$ cat config.mk
export PLATFORM = sky130hd
export DESIGN_NAME = tsc_sync_ctrl
export DESIGN_NICKNAME = d
export VERILOG_FILES = /design/src/tsc_pkg.sv /design/src/tsc_sync_ctrl.sv /design/src/tsc_pin_sync.sv
export VERILOG_INCLUDE_DIRS = /design/src
export SDC_FILE = /design/constraint.sdc
export NUM_CORES = 1
export LEC_CHECK = 0
export BUFFER_PORTS_ARGS = -buffer_cell sky130_fd_sc_hd__buf_4
export CAP_MARGIN = 20
export CORE_AREA = 2 2 91 110
export DETAILED_ROUTE_END_ITERATION = 16
export DIE_AREA = 0 0 93 112
export GPL_TIMING_DRIVEN = 1
export HOLD_SLACK_MARGIN = 0.1
export PLACE_DENSITY = 0.81
export SYNTH_ARGS = -nofsm -noshare
export SYNTH_HDL_FRONTEND = slang
export SYNTH_SLANG_ARGS = --single-unit
$ cat constraint.sdc
create_clock -name core_clk_i -period 2 [get_ports core_clk_i]
set_input_delay 0.5 -clock core_clk_i [delete_from_list [all_inputs] [get_ports core_clk_i]]
set_output_delay 0.5 -clock core_clk_i [all_outputs]
set_load 0.02 [all_outputs]
$ cat src/tsc_cfg.svh
`ifndef TSC_CFG_SVH
`define TSC_CFG_SVH

// ****************************************************************
// Register map
// ****************************************************************
`define TSC_OFS_SYNC_CTRL 8'h04
`define TSC_OFS_SLV_CTRL 8'h08
`define TSC_OFS_IRQ_STS 8'h0c
`define TSC_OFS_IRQ_MASK 8'h10

// ****************************************************************
// Reset values and writable bits
// ****************************************************************
`define TSC_RST_SYNC_CTRL 16'h0000
`define TSC_RST_SLV_CTRL 16'h0000
`define TSC_RST_IRQ 16'h0000
`define TSC_WMASK_SYNC_CTRL 16'h01f8
`define TSC_WMASK_SLV_CTRL 16'hfff7
`define TSC_WMASK_IRQ 16'h0003

// ****************************************************************
// Field positions
// ****************************************************************
`define TSC_POS_SRC_SEL 8
`define TSC_POS_XOR_SEL 7
`define TSC_POS_MASTER_OUTPUT_SEL 4
`define TSC_POS_DMA_SEL 3
`define TSC_POS_POLARITY 15
`define TSC_POS_EC2 14
`define TSC_POS_PREDIV 12
`define TSC_POS_FILTER 8
`define TSC_POS_MSMS 7
`define TSC_POS_TRIGGER_IN_SEL 4
`define TSC_POS_SLAVE_MODE_SEL 0
`define TSC_POS_IRQ_SYNC_TRIGGER_OUT 0
`define TSC_POS_IRQ_EXTCLK 1

// ****************************************************************
// Encodings
// ****************************************************************
`define TSC_MM_RESET 3'h0
`define TSC_MM_ENABLE 3'h1
`define TSC_MM_UPDATE 3'h2
`define TSC_MM_CMP_PULSE 3'h3
`define TSC_EXT_CLK1_MODE 3'h7
`define TSC_TRIGGER_IN_SEL_EXT_TRIGGER_FILTERED 3'h7
`define TSC_PREDIV_OFF 2'h0
`define TSC_RESP_OKAY 2'h0
`define TSC_RESP_SLVERR 2'h2

`endif

$ cat src/tsc_pkg.sv
package tsc_pkg;

  typedef struct packed {
    logic [6:0] rsvd_hi;
    logic ext_trigger_source_sel;
    logic input_one_xor_sel;
    logic [2:0] master_output_sel;
    logic ccx_dma_source_sel;
    logic [2:0] rsvd_lo;
  } tsc_sync_ctrl_s;

  typedef struct packed {
    logic ext_trig_polarity;
    logic ext_clock2_enable;
    logic [1:0] ext_trig_prediv;
    logic [3:0] ext_filter;
    logic master_slave_sync;
    logic [2:0] trigger_in_sel;
    logic rsvd;
    logic [2:0] slave_mode_sel;
  } tsc_slv_ctrl_s;

  typedef struct packed {
    logic soft_update_gen;
    logic slave_reset;
    logic update_event;
    logic ch1_match;
    logic gate_trigger;
    logic counter_run;
    logic sync_trigger_in;
    logic [3:0] cc_event;
    logic [3:0] compare_ref;
  } tsc_evt_s;

  typedef enum logic [1:0] {
    WR_IDLE,
    WR_RESP
  } tsc_wr_state_e;

endpackage

$ cat src/tsc_sync_ctrl.sv
// Local design decision: the AXI4-Lite interface to the registers.
`timescale 1ns/1ps
`include "tsc_cfg.svh"

module tsc_sync_ctrl #(
  parameter int ADDR_W = 8
) (
  input wire logic core_clk_i,
  input wire logic sys_rst_i,
  input wire logic [ADDR_W-1:0] s_axi_awaddr_i,
  input wire logic s_axi_awvalid_i,
  output logic s_axi_awready_o,
  input wire logic [31:0] s_axi_wdata_i,
  input wire logic [3:0] s_axi_wstrb_i,
  input wire logic s_axi_wvalid_i,
  output logic s_axi_wready_o,
  output logic [1:0] s_axi_bresp_o,
  output logic s_axi_bvalid_o,
  input wire logic s_axi_bready_i,
  input wire logic [ADDR_W-1:0] s_axi_araddr_i,
  input wire logic s_axi_arvalid_i,
  output logic s_axi_arready_o,
  output logic [31:0] s_axi_rdata_o,
  output logic [1:0] s_axi_rresp_o,
  output logic s_axi_rvalid_o,
  input wire logic s_axi_rready_i,
  input wire logic ext_trigger_in_i,
  input wire logic [2:0] channel_pins_i,
  input wire logic ext_trigger_filtered_i,
  input wire tsc_pkg::tsc_evt_s evt_i,
  output logic sync_trigger_out_o,
  output logic timer_input_one_o,
  output logic ext_trigger_prescaled_o,
  output logic ext_clock_tick_o,
  output logic [3:0] ccx_dma_req_o,
  output logic sync_trigger_event_o,
  output tsc_pkg::tsc_slv_ctrl_s slave_cfg_o,
  output logic irq_o
);

  // ****************************************************************
  // Declarations
  // ****************************************************************
  tsc_pkg::tsc_sync_ctrl_s sync_ctrl_reg;
  tsc_pkg::tsc_slv_ctrl_s slv_ctrl_reg;
  tsc_pkg::tsc_wr_state_e wr_state_reg;
  logic [15:0] irq_sts_reg;
  logic [15:0] irq_sts_next;
  logic [15:0] irq_mask_reg;
  logic aw_held_reg;
  logic w_held_reg;
  logic [ADDR_W-1:0] aw_addr_reg;
  logic [31:0] w_data_reg;
  logic [3:0] w_strb_reg;
  logic wr_fire;
  logic [3:0] pins_sync;
  logic etr_active;
  logic etr_active_d_reg;
  logic [2:0] prediv_cnt_reg;
  logic ext_trigger_filtered_d_reg;
  logic slave_reset_d_reg;
  logic gate_d_reg;
  logic trig_in_d_reg;
  logic sync_trigger_out_next;
  logic clock_mode_on;
  logic ext_tick_next;
  logic [2:0] mode;

  initial
  begin
    if (ADDR_W < 5)
    begin
      $error("tsc_sync_ctrl: ADDR_W must be at least 5");
    end
  end

  function automatic logic reg_hit(input logic [ADDR_W-1:0] addr);
    reg_hit = (addr == ADDR_W'(`TSC_OFS_SYNC_CTRL)) ||
              (addr == ADDR_W'(`TSC_OFS_SLV_CTRL)) ||
              (addr == ADDR_W'(`TSC_OFS_IRQ_STS)) ||
              (addr == ADDR_W'(`TSC_OFS_IRQ_MASK));
  endfunction

  function automatic logic [15:0] merge16(input logic [15:0] old,
                                          input logic [31:0] data,
                                          input logic [3:0] strb,
                                          input logic [15:0] wmask);
    logic [15:0] lanes;
    lanes = {{8{strb[1]}}, {8{strb[0]}}};
    merge16 = (old & ~(lanes & wmask)) | (data[15:0] & lanes & wmask);
  endfunction

  // ****************************************************************
  // AXI4-Lite write channel
  // ****************************************************************
  assign s_axi_awready_o = !aw_held_reg && (wr_state_reg == tsc_pkg::WR_IDLE);
  assign s_axi_wready_o = !w_held_reg && (wr_state_reg == tsc_pkg::WR_IDLE);
  assign wr_fire = aw_held_reg && w_held_reg;
  assign s_axi_bvalid_o = (wr_state_reg == tsc_pkg::WR_RESP);

  always_ff @(posedge core_clk_i)
  begin
    if (sys_rst_i)
    begin
      aw_held_reg <= 1'b0;
      aw_addr_reg <= '0;
    end
    else if (s_axi_awvalid_i && s_axi_awready_o)
    begin
      aw_held_reg <= 1'b1;
      aw_addr_reg <= s_axi_awaddr_i;
    end
    else if (wr_fire)
    begin
      aw_held_reg <= 1'b0;
    end
  end

  always_ff @(posedge core_clk_i)
  begin
    if (sys_rst_i)
    begin
      w_held_reg <= 1'b0;
      w_data_reg <= '0;
      w_strb_reg <= '0;
    end
    else if (s_axi_wvalid_i && s_axi_wready_o)
    begin
      w_held_reg <= 1'b1;
      w_data_reg <= s_axi_wdata_i;
      w_strb_reg <= s_axi_wstrb_i;
    end
    else if (wr_fire)
    begin
      w_held_reg <= 1'b0;
    end
  end

  always_ff @(posedge core_clk_i)
  begin
    if (sys_rst_i)
    begin
      wr_state_reg <= tsc_pkg::WR_IDLE;
      s_axi_bresp_o <= `TSC_RESP_OKAY;
    end
    else
    begin
      case (wr_state_reg)
        tsc_pkg::WR_IDLE:
        begin
          if (wr_fire)
          begin
            wr_state_reg <= tsc_pkg::WR_RESP;
            s_axi_bresp_o <= reg_hit(aw_addr_reg) ? `TSC_RESP_OKAY :
                                                    `TSC_RESP_SLVERR;
          end
        end
        tsc_pkg::WR_RESP:
        begin
          if (s_axi_bready_i)
          begin
            wr_state_reg <= tsc_pkg::WR_IDLE;
          end
        end
        default:
        begin
          wr_state_reg <= tsc_pkg::WR_IDLE;
        end
      endcase
    end
  end

  // ****************************************************************
  // Control registers
  // ****************************************************************
  always_ff @(posedge core_clk_i)
  begin
    if (sys_rst_i)
    begin
      sync_ctrl_reg <= `TSC_RST_SYNC_CTRL;
      slv_ctrl_reg <= `TSC_RST_SLV_CTRL;
      irq_mask_reg <= `TSC_RST_IRQ;
    end
    else if (wr_fire)
    begin
      // Reserved bits stay zero whatever software writes
      if (aw_addr_reg == ADDR_W'(`TSC_OFS_SYNC_CTRL))
      begin
        sync_ctrl_reg <= merge16(sync_ctrl_reg, w_data_reg, w_strb_reg,
                                 `TSC_WMASK_SYNC_CTRL);
      end
      if (aw_addr_reg == ADDR_W'(`TSC_OFS_SLV_CTRL))
      begin
        slv_ctrl_reg <= merge16(slv_ctrl_reg, w_data_reg, w_strb_reg,
                                `TSC_WMASK_SLV_CTRL);
      end
      if (aw_addr_reg == ADDR_W'(`TSC_OFS_IRQ_MASK))
      begin
        irq_mask_reg <= merge16(irq_mask_reg, w_data_reg, w_strb_reg,
                                `TSC_WMASK_IRQ);
      end
    end
  end

  assign slave_cfg_o = slv_ctrl_reg;

  // ****************************************************************
  // Interrupt status, write one to clear, set wins
  // ****************************************************************
  always_comb
  begin
    irq_sts_next = irq_sts_reg;
    if (wr_fire && (aw_addr_reg == ADDR_W'(`TSC_OFS_IRQ_STS)))
    begin
      irq_sts_next = irq_sts_reg & ~merge16(16'h0000, w_data_reg,
                                            w_strb_reg, `TSC_WMASK_IRQ);
    end
    irq_sts_next[`TSC_POS_IRQ_SYNC_TRIGGER_OUT] = irq_sts_next[`TSC_POS_IRQ_SYNC_TRIGGER_OUT] |
      (sync_trigger_out_next && (mode <= `TSC_MM_CMP_PULSE));
    irq_sts_next[`TSC_POS_IRQ_EXTCLK] = irq_sts_next[`TSC_POS_IRQ_EXTCLK] |
                                       ext_tick_next;
  end

  always_ff @(posedge core_clk_i)
  begin
    if (sys_rst_i)
    begin
      irq_sts_reg <= `TSC_RST_IRQ;
      irq_o <= 1'b0;
    end
    else
    begin
      irq_sts_reg <= irq_sts_next;
      irq_o <= |(irq_sts_next & irq_mask_reg);
    end
  end

  // ****************************************************************
  // AXI4-Lite read channel
  // ****************************************************************
  assign s_axi_arready_o = !s_axi_rvalid_o;

  always_ff @(posedge core_clk_i)
  begin
    if (sys_rst_i)
    begin
      s_axi_rvalid_o <= 1'b0;
      s_axi_rdata_o <= '0;
      s_axi_rresp_o <= `TSC_RESP_OKAY;
    end
    else if (s_axi_arvalid_i && s_axi_arready_o)
    begin
      s_axi_rvalid_o <= 1'b1;
      s_axi_rresp_o <= reg_hit(s_axi_araddr_i) ? `TSC_RESP_OKAY :
                                                 `TSC_RESP_SLVERR;
      case (s_axi_araddr_i)
        ADDR_W'(`TSC_OFS_SYNC_CTRL):
          s_axi_rdata_o <= {16'h0000, sync_ctrl_reg};
        ADDR_W'(`TSC_OFS_SLV_CTRL): s_axi_rdata_o <= {16'h0000, slv_ctrl_reg};
        ADDR_W'(`TSC_OFS_IRQ_STS): s_axi_rdata_o <= {16'h0000, irq_sts_reg};
        ADDR_W'(`TSC_OFS_IRQ_MASK): s_axi_rdata_o <= {16'h0000, irq_mask_reg};
        default: s_axi_rdata_o <= '0;
      endcase
    end
    else if (s_axi_rready_i)
    begin
      s_axi_rvalid_o <= 1'b0;
    end
  end

  // ****************************************************************
  // Pin inputs and external trigger conditioning
  // ****************************************************************
  tsc_pin_sync #(
    .WIDTH(4)
  ) tsc_pin_sync_i (
    .core_clk_i(core_clk_i),
    .sys_rst_i(sys_rst_i),
    .pin_i({ext_trigger_in_i, channel_pins_i}),
    .level_o(pins_sync)
  );

  // Reserved source holds the active trigger low whatever the polarity
  assign etr_active = !sync_ctrl_reg.ext_trigger_source_sel &&
                      (pins_sync[3] ^ slv_ctrl_reg.ext_trig_polarity);

  always_ff @(posedge core_clk_i)
  begin
    if (sys_rst_i)
    begin
      timer_input_one_o <= 1'b0;
    end
    else
    begin
      timer_input_one_o <= sync_ctrl_reg.input_one_xor_sel ?
                           ^pins_sync[2:0] : pins_sync[0];
    end
  end

  // Active-edge counter, bit n toggles every 2^n edges
  always_ff @(posedge core_clk_i)
  begin
    if (sys_rst_i)
    begin
      etr_active_d_reg <= 1'b0;
      prediv_cnt_reg <= '0;
      ext_trigger_prescaled_o <= 1'b0;
    end
    else
    begin
      etr_active_d_reg <= etr_active;
      if (etr_active && !etr_active_d_reg)
      begin
        prediv_cnt_reg <= prediv_cnt_reg + 3'h1;
      end
      if (slv_ctrl_reg.ext_trig_prediv == `TSC_PREDIV_OFF)
      begin
        ext_trigger_prescaled_o <= etr_active;
      end
      else
      begin
        ext_trigger_prescaled_o <=
          prediv_cnt_reg[slv_ctrl_reg.ext_trig_prediv - 2'h1];
      end
    end
  end

  // ****************************************************************
  // External clock from filtered trigger
  // ****************************************************************
  // Mode 2, or mode 1 on filtered trigger
  assign clock_mode_on = slv_ctrl_reg.ext_clock2_enable ||
    ((slv_ctrl_reg.slave_mode_sel == `TSC_EXT_CLK1_MODE) &&
     (slv_ctrl_reg.trigger_in_sel == `TSC_TRIGGER_IN_SEL_EXT_TRIGGER_FILTERED));
  assign ext_tick_next = clock_mode_on && ext_trigger_filtered_i &&
                         !ext_trigger_filtered_d_reg;

  always_ff @(posedge core_clk_i)
  begin
    if (sys_rst_i)
    begin
      ext_trigger_filtered_d_reg <= 1'b0;
      ext_clock_tick_o <= 1'b0;
    end
    else
    begin
      ext_trigger_filtered_d_reg <= ext_trigger_filtered_i;
      ext_clock_tick_o <= ext_tick_next;
    end
  end

  // ****************************************************************
  // Sync trigger output, trigger input delay, DMA requests
  // ****************************************************************
  assign mode = sync_ctrl_reg.master_output_sel;

  always_comb
  begin
    case (mode)
      `TSC_MM_RESET: sync_trigger_out_next = evt_i.soft_update_gen ||
                                 slave_reset_d_reg;
      `TSC_MM_ENABLE: sync_trigger_out_next = evt_i.counter_run ||
        (slv_ctrl_reg.master_slave_sync ? evt_i.gate_trigger :
                                          gate_d_reg);
      `TSC_MM_UPDATE: sync_trigger_out_next = evt_i.update_event;
      `TSC_MM_CMP_PULSE: sync_trigger_out_next = evt_i.ch1_match;
      default: sync_trigger_out_next = evt_i.compare_ref[mode[1:0]];
    endcase
  end

  always_ff @(posedge core_clk_i)
  begin
    if (sys_rst_i)
    begin
      slave_reset_d_reg <= 1'b0;
      gate_d_reg <= 1'b0;
      trig_in_d_reg <= 1'b0;
      sync_trigger_out_o <= 1'b0;
      sync_trigger_event_o <= 1'b0;
      ccx_dma_req_o <= '0;
    end
    else
    begin
      slave_reset_d_reg <= evt_i.slave_reset;
      gate_d_reg <= evt_i.gate_trigger;
      trig_in_d_reg <= evt_i.sync_trigger_in;
      // One cycle per event pulse
      sync_trigger_out_o <= sync_trigger_out_next;
      sync_trigger_event_o <= slv_ctrl_reg.master_slave_sync ?
                              trig_in_d_reg : evt_i.sync_trigger_in;
      ccx_dma_req_o <= sync_ctrl_reg.ccx_dma_source_sel ?
                       {4{evt_i.update_event}} : evt_i.cc_event;
    end
  end
endmodule

$ cat src/tsc_pin_sync.sv
`timescale 1ns/1ps
`include "tsc_cfg.svh"

// ****************************************************************
// Three-stage pin synchroniser, output moves when stages 2 and 3 agree
// ****************************************************************
module tsc_pin_sync #(
  parameter int WIDTH = 4
) (
  input wire logic core_clk_i,
  input wire logic sys_rst_i,
  input wire logic [WIDTH-1:0] pin_i,
  output logic [WIDTH-1:0] level_o
);

  logic [WIDTH-1:0] stage1_reg;
  logic [WIDTH-1:0] stage2_reg;
  logic [WIDTH-1:0] stage3_reg;

  initial
  begin
    if (WIDTH < 1)
    begin
      $error("tsc_pin_sync: WIDTH must be at least 1");
    end
  end

  always_ff @(posedge core_clk_i)
  begin
    if (sys_rst_i)
    begin
      stage1_reg <= '0;
      stage2_reg <= '0;
      stage3_reg <= '0;
    end
    else
    begin
      stage1_reg <= pin_i;
      stage2_reg <= stage1_reg;
      stage3_reg <= stage2_reg;
    end
  end

  // Each bit follows only once the two late stages agree
  always_ff @(posedge core_clk_i)
  begin
    if (sys_rst_i)
    begin
      level_o <= '0;
    end
    else
    begin
      level_o <= (stage2_reg & stage3_reg) |
                 (level_o & (stage2_reg | stage3_reg));
    end
  end

endmodule

==> impl_metrics.env, run 1 <==
export IMPL_outcome="finished clean"
export IMPL_yosysWarnings=0
export IMPL_worst_pin_slew_ns=0.7224
export IMPL_synth_largest_area_cell="dfxtp_1"
export IMPL_p_total_uw=4526
export IMPL_fill_cells=843
export IMPL_clock_sinks=107
export IMPL_drive_gt1_frac=0.2487
export IMPL_drt_iter0_drc=122
export IMPL_gp_congestion=0.7885
export IMPL_globalRouteOverflowTotal=0
export IMPL_synth_avg_cell_area_sq_um=9.170
export IMPL_synth_ff_type="dfxtp_1"
export IMPL_synth_common_cells="107 x dfxtp_1, 73 x nand2_1, 58 x nor2_1"
export IMPL_synthDistinctLibCells=39
export IMPL_dp_cells=670
export IMPL_ctsLongestPathBuffers=2
export IMPL_crit_required_ns=2.21
export IMPL_fin_tns_setup_ns=0
export IMPL_synth_seq_area_share=0.5191
export IMPL_hold_buffers=0
export IMPL_setup_violations=0
export IMPL_multi_input_area_sq_um=1826
export IMPL_clk_insertion_delay_late_ns=0.34
export IMPL_die_w_um=93
export IMPL_drcViolationCount=0
export IMPL_grt_pass1_vias=3210
export IMPL_critPathLaunch="aw_addr_reg[6]"
export IMPL_ctsResizeCount=0
export IMPL_dpl_hpwl_mm=6.854
export IMPL_crit_path_end_kind="flop"
export IMPL_r2r_start="aw_addr_reg[6]"
export IMPL_finalWirelength_mm=9.277
export IMPL_antenna_found_initial=0
export IMPL_synth_area_sq_um=4126
export IMPL_path_cells="nor4_4 -> nand4bb_4 -> nor3_4 -> mux2i_1 -> nor2_1"
export IMPL_wl_per_cell_um=13.52
export IMPL_seqCellArea_sq_um=2142
export IMPL_vias=3348
export IMPL_hold_class="input port to flop"
export IMPL_crit_type="flop to flop"
export IMPL_fp_row_count=39
export IMPL_cts_buffers_inserted=9
export IMPL_core_area_sq_um=9369
export IMPL_synth_edf_count=0
export IMPL_min_path_cells=2
export IMPL_grt_pass1_wl_mm=14.59
export IMPL_cts_tree="yes"
export IMPL_yosys_top_cells_area="dfxtp_1 52%, mux2i_1 7.3%, nand2_1 6.6%"
export IMPL_grt_use_total=0.1760
export IMPL_cp_start_kind="flop"
export IMPL_timing_fmax_mhz=576.8
export IMPL_detail_route_antenna_nets=0
export IMPL_htree_levels=3
export IMPL_die_area_sq_um=10420
export IMPL_crit_path_max_fanout=5
export IMPL_synth_top_area_frac=0.5191
export IMPL_first_pass_iters=4
export IMPL_cp_arrival_ns=1.94
export IMPL_reg2reg_depth=5
export IMPL_maxSlewViolCount=0
export IMPL_avgViaCountPerCell=4.880
export IMPL_synthArstFlopShare=0
export IMPL_cellPowerDensity_nw_per_um2=848.4
export IMPL_grt_max_degree=56
export IMPL_period_minus_slack_ns=1.734
export IMPL_final_cells=686
export IMPL_fin_nets=639
export IMPL_crit_cells=5
export IMPL_finClkSkew_ns=0.01035
export IMPL_start_util=0.4404
export IMPL_path_buf_inv=0
export IMPL_p_leak_uw=0.002162
export IMPL_hold_path_startpoint="s_axi_rready_i"
export IMPL_num_antenna_cells=0
export IMPL_critical_path_top_delay_family="simple AND/OR/NAND/NOR gates"
export IMPL_clkTransAtPathRegs_ns=0.07
export IMPL_rsz0062_at_grt="no"
export IMPL_critPathMaxStageDelay_ns=0.40
export IMPL_die_h_um=112
export IMPL_postCtsSetupBuffers=0
export IMPL_vdd_ir_drop_max_v=0.0004773
export IMPL_crit_slowest_cell="nor4_4"
export IMPL_finalHoldViolCount=0
export IMPL_relSlewSlack=0.5184
export IMPL_syn_to_final_growth_pct=29.29
export IMPL_post_route_period_util=0.8669
export IMPL_max_cap_viol_count=0
export IMPL_yosysMostFrequentCell="dfxtp_1"
export IMPL_io_pins=146
export IMPL_portBuffers=108
export IMPL_root_buffer="clkbuf_16"
export IMPL_netlist_instances=450
export IMPL_ys_ff_latch=107
## kinds of logic (layout without fill, tap and decap cells)
| family | count (synthesis) | count (layout) | synth area share |
|---|---|---|---|
| DFF | 107 | 107 | 0.5191 |
| adders and majority gates | 2 | 2 | 0.006063 |
| xor gates and xnor gates | 7 | 7 | 0.01486 |
| muxes | 31 | 31 | 0.07823 |
| and+or+nand+nor | 185 | 185 | 0.2162 |
| AOI/OAI and AO/OA | 76 | 76 | 0.1098 |
| other | 1 | 19 | 0.0009088 |
| buffers and inverters | 41 | 136 | 0.05488 |
## per-layer routing
metal / wire [um] / global-route usage / up-vias / part of all wire
li1: - / - / 1691 / -
met3: 653 / 0.05413 / 15 / 0.070
met2: 4514 / 0.3005 / 99 / 0.49
met1: 3931 / 0.2084 / 1543 / 0.42
met5: 0 / 0 / - / 0
met4: 177 / 0.06176 / 0 / 0.019
## per-stage QoR
| stage | worst slack, ns | hold WS (ns) | area, sq um | util |
|---|---|---|---|---|
| floorplan | 0.3675 | 0.3814 | 4194 | - |
| global placement | 0.3251 | 0.4015 | 5007 | 0.5345 |
| detailed placement | 0.2751 | 0.4045 | 5007 | 0.5345 |
| CTS | 0.2632 | 0.3363 | 5335 | 0.5694 |
| global route | 0.09519 | 0.3467 | 5335 | 0.5694 |
| finish | 0.2662 | 0.3446 | 5335 | 0.5694 |
## report_power, final
part	internal [uW]	leakage, uW	switching, uW	total, uW
Combinational	173	0.00114	223	396
Clock	1130	0.000155	758	1890
Sequential	2200	0.000872	44.3	2240
## cells in the final DEF (no fill, tap or decap), drive strengths merged, types with 6 or more instances in the layout
cell type / synthesis / final
buf: 23 / 116
dfxtp: 107 / 107
nand2: 73 / 73
nor2: 60 / 60
a21oi: 42 / 42
mux2i: 30 / 30
nor2b: 19 / 19
conb: 1 / 19
a22oi: 13 / 13
nand2b: 10 / 10
clkbuf: 14 / 10
o21ai: 7 / 7
a22o: 6 / 6
nor3: 6 / 6
## final cells by class
type,count,area share
Clock buffer,10,0.04479
Clock inverter,6,0.01665
Inverter,4,0.002814
Multi-Input combinational cell,320,0.3422
Sequential cell,107,0.4015
Tap cell,123,0.02885
Timing Repair Buffer,116,0.1632
## final timing paths
check	to	slack, ns
setup / recovery	flop	0.27
hold / removal	s_axi_rvalid_o	0.34
setup reg to reg	flop	0.27
hold reg to reg	ext_clock_tick_o	0.41
Note: power is estimated with default switching activity, not from simulation.
==> run 2, diff against run 1 <==
- GPL_TIMING_DRIVEN: 1 -> 0
==> impl_metrics.env, run 2 (synthesis gave the netlist of run 1 again) <==
export IMPL_max_cap_viol_count=0
export IMPL_drcViolationCount=0
export IMPL_pre_cts_ws_ns=-0.1846
export IMPL_num_antenna_cells=0
export IMPL_crit_path_max_fanout=8
export IMPL_setup_violations=0
export IMPL_finalWirelength_mm=10.37
export IMPL_vias=3473
export IMPL_relSlewSlack=0.5037
export IMPL_timing_hold_ws_ns=0.3405
export IMPL_syn_to_final_growth_pct=32.29
export IMPL_die_area_sq_um=10420
export IMPL_final_cell_mix="126 x buf_4, 107 x dfxtp_1, 73 x nand2_1, 58 x nor2_1, 42 x a21oi_1"
export IMPL_root_buffer="clkbuf_16"
export IMPL_portBuffers=107
export IMPL_finalHoldViolCount=0
export IMPL_reg2reg_slack_ns=0.28
export IMPL_grt_use_total=0.1995
export IMPL_core_area_sq_um=9369
export IMPL_cp_start_kind="flop"
export IMPL_vdd_ir_drop_max_v=0.0004619
export IMPL_clock_sinks=107
export IMPL_p_leak_uw=0.002241
export IMPL_cp_arrival_ns=1.94
export IMPL_die_h_um=112
export IMPL_antenna_found_initial=0
export IMPL_fill_cells=851
export IMPL_crit_slowest_cell="nor4_4"
export IMPL_ctsLongestPathBuffers=2
export IMPL_mostFrequentLayoutCell="buf_4"
export IMPL_fp_row_count=39
export IMPL_gp_congestion=0.8353
export IMPL_critPathMaxStageDelay_ns=0.39
export IMPL_io_pins=146
export IMPL_htree_levels=3
export IMPL_clk_insertion_delay_late_ns=0.35
export IMPL_cts_buffers_inserted=9
export IMPL_p_total_uw=4456
export IMPL_globalRouteOverflowTotal=0
export IMPL_rsz0062_at_grt="no"
export IMPL_fin_ws_ns=0.2776
export IMPL_crit_type="flop to flop"
export IMPL_detail_route_antenna_nets=0
export IMPL_crit_path_end_kind="flop"
export IMPL_post_route_period_util=0.8612
export IMPL_dpl_hpwl_mm=7.743
export IMPL_maxSlewViolCount=0
export IMPL_grt_max_degree=19
export IMPL_timing_fmax_mhz=580.6
export IMPL_period_minus_slack_ns=1.722
export IMPL_grt_pass1_vias=3439
export IMPL_clkTransAtPathRegs_ns=0.07
export IMPL_outcome="finished clean"
export IMPL_fin_nets=667
export IMPL_grt_pass1_wl_mm=16.13
export IMPL_avgViaCountPerCell=4.864
export IMPL_hold_class="input port to flop"
export IMPL_wl_per_cell_um=14.52
export IMPL_path_cells="nor4_4 -> nand4bb_1 -> nor2_4 -> mux2i_1 -> nor2_1"
export IMPL_finClkSkew_ns=0.008133
export IMPL_die_w_um=93
export IMPL_first_pass_iters=5
export IMPL_cts_tree="yes"
export IMPL_cellPowerDensity_nw_per_um2=816.2
export IMPL_drive_gt1_frac=0.2555
export IMPL_hold_buffers=0
export IMPL_drt_iter0_drc=185
export IMPL_worst_pin_slew_ns=0.7377
export IMPL_crit_required_ns=2.22
export IMPL_start_util=0.4404
==> run 2: what timing repair did <==
action,CTS,global route
resized for setup,0,1
buffers inserted,0,0
setup endpoints to repair,0,8
==> run 2: path summary, 6_finish.rpt <==
kind | cells after the start | from | end
setup reg to reg | 5 | aw_addr_reg[6] | flop
hold reg to reg | 1 | ext_trigger_filtered_d_reg | ext_clock_tick_o
setup / recovery | 5 | aw_addr_reg[6] | flop
hold / removal | 2 | s_axi_rready_i | s_axi_rvalid_o
==> run 2: per-layer routing <==
metal	vias up	part of all wire	global-route usage	wire length, um
met1	1614	0.40	0.2313	4143
met4	0	0.014	0.07941	147
met5	-	0	0	0
met2	100	0.52	0.3454	5385
met3	8	0.067	0.05548	691
li1	1751	-	-	-
==> run 2: final cells by class <==
type / count / area [sq um] / area share
Buffer: 37 / 211.5 / 0.03873
Clock buffer: 9 / 225.2 / 0.04126
Clock inverter: 7 / 73.82 / 0.01352
Inverter: 4 / 15.01 / 0.002750
Multi-Input combinational cell: 320 / 1834 / 0.3360
Sequential cell: 107 / 2142 / 0.3924
Tap cell: 123 / 153.9 / 0.02819
Timing Repair Buffer: 107 / 803.3 / 0.1471
==> run 2: worst max-delay path, delay by kind of cell, from the launching register on <==
| family | cells | cell delay (ns) |
|---|---|---|
| DFF | 1 | 0.33 |
| muxes | 1 | 0.26 |
| and+or+nand+nor | 4 | 1.00 |
==> run 2: report_power, final <==
group          total, uW  switching [uW]  internal (uW)
logic                443             245            198
registers           2240            43.6           2200
clock network       1770             795            977
total               4460            1080           3370
==> run 2: per-stage QoR <==
stage / std cells / util / cell area, sq um / setup TNS (ns)
6_report: 714 / 0.5827 / 5459 / 0
3_3_place_gp: 698 / 0.5498 / 5151 / -0.1226
5_1_grt: 714 / 0.5827 / 5459 / 0
2_1_floorplan: 468 / - / 4194 / 0
4_1_cts: 714 / 0.5817 / 5450 / 0
3_5_place_dp: 698 / 0.5498 / 5151 / -1.350
==> run 3, diff against run 2 <==
- CORE_AREA: 2 2 91 110 -> 2 2 99 101
- DIE_AREA: 0 0 93 112 -> 0 0 101 103
==> impl_metrics.env, run 3 (synthesis gave the netlist of run 1 again) <==
export IMPL_outcome="finished clean"
export IMPL_drive_gt1_frac=0.2555
export IMPL_start_util=0.4362
export IMPL_crit_type="flop to flop"
export IMPL_ctsLongestPathBuffers=2
export IMPL_final_cell_mix="126 x buf_4, 107 x dfxtp_1, 73 x nand2_1, 58 x nor2_1, 42 x a21oi_1"
export IMPL_wl_per_cell_um=14.25
export IMPL_crit_path_max_fanout=5
export IMPL_drt_iter0_drc=127
export IMPL_finClkSkew_ns=0.01012
export IMPL_clock_sinks=107
export IMPL_path_buf_inv=0
export IMPL_critPathMaxStageDelay_ns=0.41
export IMPL_num_antenna_cells=0
export IMPL_die_w_um=101
export IMPL_grt_max_degree=20
export IMPL_worst_pin_slew_ns=0.6855
export IMPL_cellPowerDensity_nw_per_um2=755.2
export IMPL_period_minus_slack_ns=1.737
export IMPL_vias=3506
export IMPL_finalHoldViolCount=0
export IMPL_path_cells="nor4_4 -> nand4bb_4 -> nor3_4 -> mux2i_1 -> nor2_1"
export IMPL_crit_path_end_kind="flop"
export IMPL_rsz0062_at_grt="no"
export IMPL_avgViaCountPerCell=4.973
export IMPL_clkTransAtPathRegs_ns=0.10
export IMPL_timing_fmax_mhz=575.6
export IMPL_grt_pass1_wl_mm=15.64
export IMPL_critical_path_top_delay_family="simple AND/OR/NAND/NOR gates"
export IMPL_final_util=0.5660
export IMPL_cp_arrival_ns=1.99
export IMPL_grt_pass1_vias=3228
export IMPL_gp_congestion=0.7575
export IMPL_timing_hold_ws_ns=0.2955
export IMPL_first_pass_iters=7
export IMPL_root_buffer="clkbuf_8"
export IMPL_cp_start_kind="flop"
export IMPL_fp_row_count=36
export IMPL_setup_violations=0
export IMPL_grt_use_total=0.1954
export IMPL_hold_class="input port to flop"
export IMPL_vdd_ir_drop_max_v=0.0004455
export IMPL_relSlewSlack=0.5388
export IMPL_syn_to_final_growth_pct=29.75
export IMPL_fill_cells=853
export IMPL_post_route_period_util=0.8687
export IMPL_maxSlewViolCount=0
export IMPL_fin_nets=667
export IMPL_mostFrequentLayoutCell="buf_4"
export IMPL_globalRouteOverflowTotal=0
export IMPL_drcViolationCount=0
export IMPL_multi_input_area_sq_um=1834
export IMPL_cts_buffers_inserted=9
export IMPL_crit_required_ns=2.25
export IMPL_p_leak_uw=0.002201
export IMPL_crit_slowest_cell="nor4_4"
export IMPL_io_pins=146
export IMPL_finalWirelength_mm=10.04
export IMPL_die_h_um=103
export IMPL_core_area_sq_um=9459
export IMPL_detail_route_antenna_nets=0
export IMPL_antenna_found_initial=0
export IMPL_dpl_hpwl_mm=7.637
export IMPL_portBuffers=107
export IMPL_clk_insertion_delay_late_ns=0.37
export IMPL_htree_levels=3
export IMPL_seqCellArea_sq_um=2142
export IMPL_max_cap_viol_count=0
export IMPL_postCtsSetupBuffers=0
export IMPL_die_area_sq_um=10400
export IMPL_reg2reg_slack_ns=0.26
export IMPL_p_total_uw=4043
export IMPL_cts_tree="yes"
-- run 3: cell type report --
class / instances / area share
plain buffers: 37 / 0.03950
clock buffers: 9 / 0.02314
multi-input cells: 320 / 0.3426
repair buffers: 107 / 0.1500
flip-flops and latches: 107 / 0.4001
well taps: 114 / 0.02664
clock inverters: 7 / 0.01519
inverters: 4 / 0.002804
-- run 3: path summary, 6_finish.rpt --
kind | from | end | cells past startpoint
setup / recovery | aw_addr_reg[6] | flop | 5
hold / removal | s_axi_rready_i | s_axi_rvalid_o | 2
setup reg to reg | aw_addr_reg[6] | flop | 5
hold reg to reg | ext_trigger_filtered_d_reg | ext_clock_tick_o | 1
-- run 3: worst reg2reg max path: stages, from the launching register on --
cell and delay (ns):
dfxtp_1 0.35, nor4_4 0.41, nand4bb_4 0.21, nor3_4 0.36
mux2i_1 0.25, nor2_1 0.05
-- run 3: metrics by stage --
step | TNS [ns] | setup WS (ns) | cells | instance area (sq um)
after floorplan | 0 | 0.3675 | 468 | 4194
after global placement | -0.2135 | -0.03049 | 689 | 5140
after detailed placement | -0.9297 | -0.1372 | 689 | 5140
after CTS | 0 | 0.04991 | 705 | 5345
after global routing | 0 | 0.08075 | 705 | 5354
final | 0 | 0.2627 | 705 | 5354
-- run 3: timing repair --
item                                    4_1_cts  5_1_grt
gates resized for setup                       0        1
hold buffers                                  0        0
endpoints found under the setup margin        0        8
endpoints found under the hold margin         0        0
-- run 3: report_power, final --
part | internal, uW | switching [uW] | leakage, uW
clock | 601 | 758 | 0.000107
sequential | 2200 | 42.1 | 0.000872
combinational | 198 | 246 | 0.00122
-- run 3: routing by layer --
| layer | up-vias | GRT usage | wire length [um] |
|---|---|---|---|
| li1 | 1745 | - | - |
| met1 | 1627 | 0.2396 | 4202 |
| met3 | 16 | 0.05017 | 771 |
| met5 | - | 0 | 0 |
| met2 | 118 | 0.3354 | 4841 |
| met4 | 0 | 0.06757 | 228 |
